$ cat src/inc/ulms_params.svh
// register offsets, field positions and reset values of the status block
`ifndef ULMS_PARAMS_SVH
`define ULMS_PARAMS_SVH

`define ULMS_OFS_DATA     3'h0
`define ULMS_OFS_FEAT     3'h1
`define ULMS_OFS_MCTL     3'h4
`define ULMS_OFS_LSTAT    3'h5
`define ULMS_OFS_MSTAT    3'h6
`define ULMS_OFS_SCR      3'h7

`define ULMS_SCR_RST      8'hFF
`define ULMS_ZERO8        8'h00

// feature control bits
`define ULMS_F_UNLOCK     0
`define ULMS_F_AUTOCTS    1
`define ULMS_F_FIFOEN     2
`define ULMS_F_AUTO485    3
`define ULMS_F_SWAP       4
`define ULMS_F_MSIEN      5
`define ULMS_F_LSIEN      6

// modem control bits
`define ULMS_M_DTR        0
`define ULMS_M_RTS        1
`define ULMS_M_OP1        2
`define ULMS_M_OP2        3
`define ULMS_M_LOOP       4

// port feature enable bits
`define ULMS_P_TXDIS      4
`define ULMS_P_RXDIS      5
`define ULMS_P_NINE       6
`define ULMS_P_FASTIR     7

// enhanced mode select bits
`define ULMS_E_IMM        2
`define ULMS_E_INV485     3
`define ULMS_E_LSIIMM     6
`define ULMS_E_MASK       8'hCF

`define ULMS_TAG_W        11
`define ULMS_FIFO_DEPTH   16

`endif

$ cat src/verilog/ulms_status_ctrl_end.sv
// intentionally empty
`timescale 1ns/1ps

$ cat src/inc/ulms_pkg.sv
// types shared by the status block modules
package ulms_pkg;
    typedef struct packed
    {
        logic       brk;
        logic       fe;
        logic       pe;
        logic [7:0] data;
    } ulms_tag_t;
endpackage

$ cat src/inc/ulms_mem_if.sv
// port bundle between the controller and its tag memory
`timescale 1ns/1ps
interface ulms_mem_if #(parameter int W = 11, parameter int A = 4);
    logic         we;
    logic [A-1:0] waddr;
    logic [W-1:0] wdata;
    logic [A-1:0] raddr;
    logic [W-1:0] rdata;
    modport ctrl (output we, output waddr, output wdata, output raddr, input rdata);
    modport mem  (input we, input waddr, input wdata, input raddr, output rdata);
endinterface

$ cat src/verilog/ulms_status_ctrl.sv
// line status, modem status and enhanced control of the serial port
`timescale 1ns/1ps
`include "ulms_params.svh"

module ulms_status_ctrl
    import ulms_pkg::*;
#(
    parameter int DEPTH = `ULMS_FIFO_DEPTH
) (
    input  wire logic       clk,           // core clock
    input  wire logic       rst,           // sync reset, high
    input  wire logic [2:0] addr,          // register address
    input  wire logic [7:0] wdata,         // write data
    input  wire logic       wr,            // write strobe
    input  wire logic       rd,            // read strobe
    output logic      [7:0] rdata,         // read data, next cycle
    input  wire logic       rx_valid,      // receiver char pulse
    input  wire logic [7:0] rx_char,       // received character
    input  wire logic       rx_parity_err, // char parity bad
    input  wire logic       rx_frame_err,  // char stop bit bad
    input  wire logic       rxd,           // receive line pin
    input  wire logic       bit_tick,      // one pulse per bit time
    input  wire logic [3:0] frame_bits,    // bit times per frame
    input  wire logic [7:0] tx_level,      // transmit fifo count
    input  wire logic       tx_busy,       // shifter holds a char
    input  wire logic       tx_done,       // shifter sent a char
    input  wire logic       cts_n,         // clear to send pin
    input  wire logic       dsr_n,         // data set ready pin
    input  wire logic       ring_indicator_n, // ring pin
    input  wire logic       carrier_detect_n, // carrier pin
    output logic            tx_write,      // host byte pulse
    output logic            tx_direct,     // byte to shifter
    output logic      [7:0] tx_data,       // host byte
    output logic            tx_halt,       // stop after current
    output logic            rx_enable,     // receiver on
    output logic            nine_bit_en,   // multidrop mode
    output logic            fast_ir_en,    // quarter bit pulses
    output logic            rts_n,         // request to send pin
    output logic            dtr_n,         // terminal ready pin
    output logic            irq_line,      // line status event
    output logic            irq_modem      // modem status event
);
    localparam int AW = $clog2(DEPTH);

    generate
        if (DEPTH < 2 || DEPTH > 128 || (1 << AW) != DEPTH)
            $error("DEPTH must be a power of two from 2 to 128");
    endgenerate

    function automatic logic hit(input logic [2:0] a, input logic [2:0] o);
        hit = (a == o);
    endfunction

    //--------------------------------------------------------------
    // register decode
    //--------------------------------------------------------------
    logic [7:0] feat_reg;
    logic [7:0] mctl_reg;
    logic [7:0] pfe_reg;
    logic [7:0] scr_reg;
    logic [7:0] enhanced_mode_select_reg;

    wire swap     = feat_reg[`ULMS_F_SWAP];
    wire wr_data  = wr && hit(addr, `ULMS_OFS_DATA);
    wire wr_feat  = wr && hit(addr, `ULMS_OFS_FEAT);
    wire wr_mctl  = wr && hit(addr, `ULMS_OFS_MCTL);
    wire wr_pfe   = wr && hit(addr, `ULMS_OFS_MSTAT) && feat_reg[`ULMS_F_UNLOCK];
    wire wr_scr   = wr && hit(addr, `ULMS_OFS_SCR) && !swap;
    wire wr_enhanced_mode_select  = wr && hit(addr, `ULMS_OFS_SCR) && swap;
    wire rd_data  = rd && hit(addr, `ULMS_OFS_DATA);
    wire rd_lstat = rd && hit(addr, `ULMS_OFS_LSTAT);
    wire rd_mstat = rd && hit(addr, `ULMS_OFS_MSTAT);
    wire rd_cnt   = rd && hit(addr, `ULMS_OFS_SCR) && swap;

    always_ff @(posedge clk)
    begin
        if (rst)
        begin
            feat_reg <= `ULMS_ZERO8;
            mctl_reg <= `ULMS_ZERO8;
            pfe_reg  <= `ULMS_ZERO8;
            scr_reg  <= `ULMS_SCR_RST;
        end
        else
        begin
            if (wr_feat)
                feat_reg <= wdata;
            if (wr_mctl)
                mctl_reg <= wdata;
            if (wr_pfe)
                pfe_reg <= wdata & 8'hF0;
            if (wr_scr)
                scr_reg <= wdata;
        end
    end

    //--------------------------------------------------------------
    // pin synchronisers
    //--------------------------------------------------------------
    logic [4:0] sync1_reg;
    logic [4:0] sync2_reg;

    always_ff @(posedge clk)
    begin
        if (rst)
        begin
            sync1_reg <= 5'h1F;
            sync2_reg <= 5'h1F;
        end
        else
        begin
            sync1_reg <= {rxd, carrier_detect_n, ring_indicator_n, dsr_n, cts_n};
            sync2_reg <= sync1_reg;
        end
    end

    wire       rxd_s  = sync2_reg[4];
    wire [3:0] pins_s = sync2_reg[3:0];

    //--------------------------------------------------------------
    // break detection
    //--------------------------------------------------------------
    logic [3:0] low_ticks_reg;
    logic       brk_active_reg;

    wire [4:0] low_next = {1'b0, low_ticks_reg} + 5'h01;
    wire brk_load = bit_tick && !rxd_s && !brk_active_reg
                    && (low_next >= {1'b0, frame_bits});

    always_ff @(posedge clk)
    begin
        if (rst || rxd_s)
        begin
            low_ticks_reg  <= 4'h0;
            brk_active_reg <= 1'b0;
        end
        else if (brk_load)
            brk_active_reg <= 1'b1;
        else if (bit_tick && !brk_active_reg)
            low_ticks_reg <= low_next[3:0];
    end

    //--------------------------------------------------------------
    // receive fifo with error tags
    //--------------------------------------------------------------
    logic [AW-1:0] wptr_reg;
    logic [AW-1:0] rptr_reg;
    logic [AW:0]   rcnt_reg;
    logic [AW:0]   ecnt_reg;
    logic          ovr_reg;
    logic          imm_err_reg;

    ulms_mem_if #(.W(`ULMS_TAG_W), .A(AW)) mif ();

    ulms_tag_mem #(.W(`ULMS_TAG_W), .A(AW)) u_mem (
        .clk  (clk),
        .port (mif.mem)
    );

    ulms_tag_t head;
    ulms_tag_t push_word;

    wire rx_on    = !pfe_reg[`ULMS_P_RXDIS];
    wire rx_take  = (rx_valid && rx_on && !brk_active_reg) || brk_load;
    wire full     = (rcnt_reg == DEPTH[AW:0]);
    wire nonempty = (rcnt_reg != '0);
    wire push     = rx_take && !full;
    wire pop      = rd_data && nonempty;
    wire push_err = push && (push_word.brk || push_word.fe || push_word.pe);
    wire head_err = nonempty && (head.brk || head.fe || head.pe);
    wire pop_err  = pop && head_err;

    assign push_word = brk_load ? '{brk: 1'b1, fe: 1'b1, pe: 1'b0, data: 8'h00}
                                : '{brk: 1'b0, fe: rx_frame_err,
                                    pe: rx_parity_err, data: rx_char};
    assign head      = mif.rdata;
    assign mif.we    = push;
    assign mif.waddr = wptr_reg;
    assign mif.wdata = push_word;
    assign mif.raddr = pop ? rptr_reg + 1'b1 : rptr_reg;

    always_ff @(posedge clk)
    begin
        if (rst)
        begin
            wptr_reg <= '0;
            rptr_reg <= '0;
            rcnt_reg <= '0;
            ecnt_reg <= '0;
            ovr_reg     <= 1'b0;
            imm_err_reg <= 1'b0;
        end
        else
        begin
            if (push)
                wptr_reg <= wptr_reg + 1'b1;
            if (pop)
                rptr_reg <= rptr_reg + 1'b1;
            rcnt_reg <= rcnt_reg + (AW+1)'(push) - (AW+1)'(pop);
            ecnt_reg <= ecnt_reg + (AW+1)'(push_err) - (AW+1)'(pop_err);
            // status read clears overrun; a new event wins
            ovr_reg     <= (rx_take && full) || (ovr_reg && !rd_lstat);
            imm_err_reg <= push_err || (imm_err_reg && !rd_lstat);
        end
    end

    //--------------------------------------------------------------
    // line status
    //--------------------------------------------------------------
    logic tx_wr_reg;

    wire thr_empty = (tx_level == 8'h00) && !tx_wr_reg;
    wire tx_idle   = thr_empty && !tx_busy;
    wire [7:0] lstat = {ecnt_reg != '0,
                        tx_idle,
                        thr_empty,
                        nonempty && head.brk,
                        nonempty && head.fe,
                        nonempty && head.pe,
                        ovr_reg,
                        nonempty};

    //--------------------------------------------------------------
    // modem status
    //--------------------------------------------------------------
    logic [3:0] ms_prev_reg;
    logic [3:0] delta_reg;

    wire loop = mctl_reg[`ULMS_M_LOOP];
    wire [3:0] ms_now = loop ? {mctl_reg[`ULMS_M_OP2], mctl_reg[`ULMS_M_OP1],
                                mctl_reg[`ULMS_M_DTR], mctl_reg[`ULMS_M_RTS]}
                             : ~pins_s;
    wire [3:0] chg = ms_now ^ ms_prev_reg;
    wire [3:0] delta_set = {chg[3],
                            ms_prev_reg[2] && !ms_now[2],
                            chg[1],
                            chg[0]};

    //--------------------------------------------------------------
    // enhanced mode and level counter
    //--------------------------------------------------------------
    logic alt_tx_reg;
    logic imm_wait_reg;

    wire [1:0] lvl_mode = enhanced_mode_select_reg[1:0];
    wire       lvl_alt  = (lvl_mode == 2'b11);
    wire       lvl_tx   = lvl_alt ? alt_tx_reg : lvl_mode[0];
    wire [7:0] rx_lvl   = 8'(rcnt_reg);
    wire       imm_go   = wr_data && enhanced_mode_select_reg[`ULMS_E_IMM] && feat_reg[`ULMS_F_FIFOEN];
    wire       imm_end  = imm_wait_reg && tx_done;

    always_ff @(posedge clk)
    begin
        if (rst)
            enhanced_mode_select_reg <= `ULMS_ZERO8;
        else if (wr_enhanced_mode_select)
            enhanced_mode_select_reg <= wdata & `ULMS_E_MASK;
        else if (imm_end)
            enhanced_mode_select_reg[`ULMS_E_IMM] <= 1'b0;
    end

    always_ff @(posedge clk)
    begin
        if (rst || wr_enhanced_mode_select)
            alt_tx_reg <= 1'b0;
        else if (rd_cnt && lvl_alt)
            alt_tx_reg <= !alt_tx_reg;
    end

    //--------------------------------------------------------------
    // read data
    //--------------------------------------------------------------
    wire [7:0] scr_view = swap ? (lvl_tx ? tx_level : rx_lvl) : scr_reg;
    wire [7:0] rd_mux =
        hit(addr, `ULMS_OFS_DATA)  ? (nonempty ? head.data : 8'h00) :
        hit(addr, `ULMS_OFS_FEAT)  ? feat_reg :
        hit(addr, `ULMS_OFS_MCTL)  ? mctl_reg :
        hit(addr, `ULMS_OFS_LSTAT) ? lstat :
        hit(addr, `ULMS_OFS_MSTAT) ? {ms_now, delta_reg} :
        hit(addr, `ULMS_OFS_SCR)   ? scr_view : 8'h00;

    //--------------------------------------------------------------
    // transmit side and pin outputs
    //--------------------------------------------------------------
    wire tx_active = tx_busy || (tx_level != 8'h00) || tx_wr_reg;
    wire inv485    = enhanced_mode_select_reg[`ULMS_E_INV485];
    wire rts_auto  = !(tx_active ^ inv485);
    wire rts_next  = loop ? 1'b1 :
                     feat_reg[`ULMS_F_AUTO485] ? rts_auto : !mctl_reg[`ULMS_M_RTS];
    wire halt_next = pfe_reg[`ULMS_P_TXDIS]
                     || (feat_reg[`ULMS_F_AUTOCTS] && !ms_now[0]);
    wire line_head = enhanced_mode_select_reg[`ULMS_E_LSIIMM] ? imm_err_reg : head_err;
    wire line_next = feat_reg[`ULMS_F_LSIEN] && (ovr_reg || line_head);

    always_ff @(posedge clk)
    begin
        if (rst)
        begin
            rdata       <= 8'h00;
            imm_wait_reg <= 1'b0;
            ms_prev_reg <= 4'h0;
            delta_reg   <= 4'h0;
            tx_wr_reg   <= 1'b0;
            tx_direct   <= 1'b0;
            tx_data     <= 8'h00;
            tx_halt     <= 1'b0;
            rx_enable   <= 1'b1;
            nine_bit_en <= 1'b0;
            fast_ir_en  <= 1'b0;
            rts_n       <= 1'b1;
            dtr_n       <= 1'b1;
            irq_line    <= 1'b0;
            irq_modem   <= 1'b0;
        end
        else
        begin
            rdata       <= rd ? rd_mux : 8'h00;
            imm_wait_reg <= imm_go || (imm_wait_reg && !tx_done);
            ms_prev_reg <= ms_now;
            delta_reg   <= delta_set | (rd_mstat ? 4'h0 : delta_reg);
            tx_wr_reg   <= wr_data;
            tx_direct   <= imm_go;
            tx_data     <= wr_data ? wdata : tx_data;
            tx_halt     <= halt_next;
            rx_enable   <= rx_on;
            nine_bit_en <= pfe_reg[`ULMS_P_NINE];
            fast_ir_en  <= pfe_reg[`ULMS_P_FASTIR];
            rts_n       <= rts_next;
            dtr_n       <= loop || !mctl_reg[`ULMS_M_DTR];
            irq_line    <= line_next;
            irq_modem   <= feat_reg[`ULMS_F_MSIEN] && (delta_reg != 4'h0);
        end
    end

    assign tx_write = tx_wr_reg;
endmodule

$ cat src/verilog/ulms_tag_mem.sv
// receive fifo storage with registered read and write-through
`timescale 1ns/1ps
module ulms_tag_mem #(
    parameter int W = 11,
    parameter int A = 4
) (
    input  wire logic   clk,    // core clock
    ulms_mem_if.mem     port    // write and read ports
);
    logic [W-1:0] mem_reg [0:(1<<A)-1];
    logic [W-1:0] rdata_reg;

    always_ff @(posedge clk)
    begin
        if (port.we)
            mem_reg[port.waddr] <= port.wdata;
    end

    // a write to the word being read shows at once
    always_ff @(posedge clk)
    begin
        if (port.we && port.waddr == port.raddr)
            rdata_reg <= port.wdata;
        else
            rdata_reg <= mem_reg[port.raddr];
    end

    assign port.rdata = rdata_reg;
endmodule
$ cat config.mk
export PLATFORM = sky130hd
export DESIGN_NAME = ulms_status_ctrl
export DESIGN_NICKNAME = d
export VERILOG_FILES = /design/src/verilog/ulms_status_ctrl_end.sv /design/src/inc/ulms_pkg.sv /design/src/inc/ulms_mem_if.sv /design/src/verilog/ulms_status_ctrl.sv /design/src/verilog/ulms_tag_mem.sv
export VERILOG_INCLUDE_DIRS = /design/src /design/src/inc
export SDC_FILE = /design/constraint.sdc
export NUM_CORES = 1
export LEC_CHECK = 0
export BUFFER_PORTS_ARGS = -buffer_cell sky130_fd_sc_hd__buf_2
export CAP_MARGIN = 5
export CORE_MARGIN = 2
export CORE_UTILIZATION = 58
export DETAILED_ROUTE_END_ITERATION = 8
export PLACE_DENSITY = 0.77
export SLEW_MARGIN = 15
export SYNTH_ARGS = -nofsm -noshare
export SYNTH_HDL_FRONTEND = slang
export SYNTH_SLANG_ARGS = --single-unit
$ cat constraint.sdc
create_clock -name clk -period 10.4 [get_ports clk]
set_input_delay 2.08 -clock clk [delete_from_list [all_inputs] [get_ports clk]]
set_output_delay 2.08 -clock clk [all_outputs]
set_load 0.1 [all_outputs]
==> impl_metrics.xml <==
<?xml version="1.0" encoding="UTF-8"?>
<metrics>
  <group name="detailed_routing">
    <metric name="postRouteWirelength" unit="µm">25300</metric>
    <metric name="drt-initial-drc-count" unit="">769</metric>
    <metric name="detail_route.first_pass.iterations" unit="">5</metric>
    <metric name="route.vias.total" unit="">7226</metric>
    <metric name="remaining_drc_errors" unit="">0</metric>
    <metric name="vias_per_cell" unit="">5.90</metric>
    <metric name="final_antenna_net_count" unit="">0</metric>
    <metric name="post_drt_wl_per_cell" unit="µm">20.6</metric>
  </group>
  <group name="worst_setup_path">
    <metric name="path_buf_inv" unit="">3</metric>
    <metric name="critPathMostFrequentCell" unit="">ha_1</metric>
    <metric name="critical_path_peak_fanout" unit="">29</metric>
    <metric name="critPathMaxStageDelay" unit="ns">0.42</metric>
    <metric name="path_cells" unit="">buf_2, ha_1, nand2b_1, a21o_1, a21o_1, a21boi_1, nor3_2, buf_4, o31ai_1, ha_1, inv_1, ha_1, fa_1, a21oi_1, nor2_1, or3_1, a21oi_1</metric>
    <metric name="cp-start-kind" unit="">input pin</metric>
    <metric name="cp_data_arrival_time" unit="ns">5.42</metric>
    <metric name="crit_slowest_cell" unit="">fa_1</metric>
    <metric name="path_class" unit="">in2reg</metric>
    <metric name="worstSetupEndpointType" unit="">flop</metric>
    <metric name="family_with_the_most_delay_on_the_worst_path" unit="">compound AO/OA/AOI/OAI gates</metric>
    <metric name="critical_path_data_required_time" unit="ns">10.86</metric>
  </group>
  <group name="place">
    <metric name="globalplace.congestion" unit="">0.869</metric>
    <metric name="placed_cells_incl_taps" unit="">1172</metric>
    <metric name="detailed_place_hpwl" unit="µm">16000</metric>
    <metric name="buffer_ports.inserted" unit="">71</metric>
  </group>
  <group name="logic_synthesis">
    <metric name="yosysSeqAreaShare" unit="%">63.9</metric>
    <metric name="edff_count_synth" unit="">176</metric>
    <metric name="mappedNetlistNets" unit="">931</metric>
    <metric name="synth.avg_cell_area" unit="µm²">13.5</metric>
    <metric name="synth_area" unit="mm²">0.0116</metric>
    <metric name="postSynthCellCount" unit="">861</metric>
    <metric name="yosysTopAreaCell" unit="">edfxtp_1</metric>
    <metric name="synth.distinct_cells" unit="">51</metric>
    <metric name="post_synthesis_sequential_element_count" unit="">284</metric>
    <metric name="primary_ff_master_synth" unit="">edfxtp_1</metric>
    <metric name="synth_top_cell_area_share" unit="%">45.4</metric>
    <metric name="synth_area_leaders" unit="">edfxtp_1, dfxtp_1, mux4_2</metric>
    <metric name="ys.warnings.count" unit="">0</metric>
    <metric name="async_reset_ff_share" unit="%">0</metric>
  </group>
  <group name="run">
    <metric name="maxCapViolations" unit="">0</metric>
  </group>
  <group name="timing">
    <metric name="hold_violations" unit="">0</metric>
    <metric name="max-slew-margin-rel" unit="%">26.9</metric>
    <metric name="holdWs" unit="ns">0.402</metric>
    <metric name="finalCritPeriodShare" unit="%">47.7</metric>
    <metric name="worst_clk_skew" unit="ns">0.0279</metric>
    <metric name="setup_viol_count_final" unit="">0</metric>
    <metric name="worst_pin_slew" unit="ns">1.09</metric>
    <metric name="finalSetupTns" unit="ns">0</metric>
    <metric name="drv_slew" unit="">0</metric>
    <metric name="max_clock_freq" unit="GHz">0.202</metric>
    <metric name="rsz0062_at_grt" unit="">false</metric>
    <metric name="fin_crit" unit="ns">4.96</metric>
  </group>
  <group name="outcome">
    <metric name="run_status" unit="">finished clean</metric>
  </group>
  <group name="global_routing">
    <metric name="grt.total_usage" unit="%">23.9</metric>
    <metric name="grt_start_max_net_pins" unit="">99</metric>
    <metric name="grt_antenna_before_repair" unit="">1</metric>
    <metric name="grt_overflow_total" unit="">0</metric>
    <metric name="grt_pass1_wl" unit="µm">39200</metric>
    <metric name="via_count_of_the_first_global_routing_pass" unit="">7071</metric>
  </group>
  <group name="finish">
    <metric name="layout.cells.most_common_list" unit="">edfxtp_1, dfxtp_1, nand2_1, buf_2, a21oi_1</metric>
    <metric name="layout_commonest_cell" unit="">edfxtp_1</metric>
    <metric name="post_layout_instance_count_excluding_filler_cells" unit="">1225</metric>
    <metric name="largest_reg_flops" unit="">176</metric>
    <metric name="area_growth_syn_to_layout" unit="%">13.8</metric>
    <metric name="fill_cells" unit="">1370</metric>
    <metric name="postLayoutCoreUtil" unit="%">67.7</metric>
    <metric name="net_total_in_the_final_layout" unit="">1007</metric>
    <metric name="fraction_of_final_layout_cells_sized_beyond_drive_strength_1" unit="%">21.6</metric>
  </group>
  <group name="clocking">
    <metric name="htreeDepth" unit="">1</metric>
    <metric name="post_cts_hold_buffer_count" unit="">0</metric>
    <metric name="cts_sinks" unit="">284</metric>
    <metric name="numCtsBuffers" unit="">28</metric>
    <metric name="clock_insertion_delay_worst_skew" unit="ns">0.56</metric>
    <metric name="post_cts_resized" unit="">0</metric>
    <metric name="tritoncts_clock_tree" unit="">done</metric>
    <metric name="post_cts.repair.setup_buffers" unit="">0</metric>
    <metric name="cts.path.max_buffers" unit="">3</metric>
    <metric name="cts_root_buf" unit="">clkbuf_16</metric>
    <metric name="clk_pin_slew_worst_paths" unit="ns">0.06</metric>
  </group>
  <group name="floorplan">
    <metric name="die_y" unit="µm">146</metric>
    <metric name="floorplan.die.width" unit="µm">146</metric>
    <metric name="top_level_ports" unit="">72</metric>
    <metric name="core_area" unit="mm²">0.0196</metric>
    <metric name="placement_rows" unit="">51</metric>
    <metric name="floorplan.initialDensity" unit="%">59.5</metric>
    <metric name="die-area" unit="mm²">0.0212</metric>
  </group>
  <group name="pwr">
    <metric name="power_density" unit="mW/mm²">191</metric>
    <metric name="static-leakage-power" unit="µW">0.00473</metric>
    <metric name="peakVddDrop" unit="mV">0.151</metric>
  </group>
  <group name="worst_hold_path">
    <metric name="min-delay-path-class" unit="">reg2reg</metric>
  </group>
</metrics>
## report_power, final
part,switching (µW),internal (µW)
sequential,26.3,1230
clock,415,579
combinational,161,119
total,602,1930
## routing by layer
layer	track usage [%]	vias up	part of all wire [%]
li1	-	3312	-
met1	32.7	3548	41
met2	39.3	305	48
met3	3.89	61	7.9
met4	8.58	0	2.9
met5	0	-	0
## cell usage after synthesis (all sizes together) (20+ instances only)
| cell | instances |
|---|---|
| dfxtp | 108 |
| inv | 35 |
| clkbuf | 34 |
| edfxtp | 176 |
| mux2i | 29 |
| nor2 | 61 |
| ha | 22 |
| mux4 | 51 |
| a21oi | 68 |
| nor2b | 33 |
| o21ai | 20 |
| nand2 | 79 |
## final timing paths
| check | depth (start not counted) | from | slack [ns] | to |
|---|---|---|---|---|
| worst min-delay path | 1 | sync1_reg[0] | 0.40 | sync2_reg[0] |
| worst min register to register | 1 | sync1_reg[0] | 0.40 | sync2_reg[0] |
| worst max-delay path | 17 | frame_bits[0] | 5.44 | ecnt_reg[4] |
| worst max register to register | 14 | flop | 6.08 | ecnt_reg[4] |
## final cells by class
| type | instances | area, µm² | area share [%] |
|---|---|---|---|
| clock buffers | 47 | 882 | 6.66 |
| well taps | 265 | 332 | 2.50 |
| inverters | 35 | 131 | 0.991 |
| clock inverters | 5 | 53.8 | 0.406 |
| multi-input cells | 495 | 3880 | 29.3 |
| repair buffers | 93 | 520 | 3.93 |
| diodes | 1 | 2.50 | 0.0189 |
| flip-flops and latches | 284 | 7450 | 56.2 |
## through the flow
step                worst slack [ns]  instance area [µm²]  total power [µW]
floorplan                       5.43                11600              1480
global placement                4.96                12300              1550
detailed placement              4.87                12300              1550
CTS                             5.42                13300              2540
global route                    5.14                13300              2620
finish                          5.44                13300              2530
## cell families after synthesis
group           share of synthesized area, %
xor+xnor                                1.43
buf+inv                                 2.91
fa+ha+maj                               2.71
mux                                     12.5
compound gates                          6.62
simple gates                            9.87
flops                                   63.9
## worst reg2reg max path: cells and delay by family, from the launching register on
kind | cells | cell delay [ns]
flops | 1 | 0.77
simple gates | 4 | 0.73
buf+inv | 2 | 0.60
mux | 1 | 0.59
fa+ha+maj | 3 | 0.91
compound gates | 4 | 0.65
No activity file was read; power rests on OpenSTA's default activity.
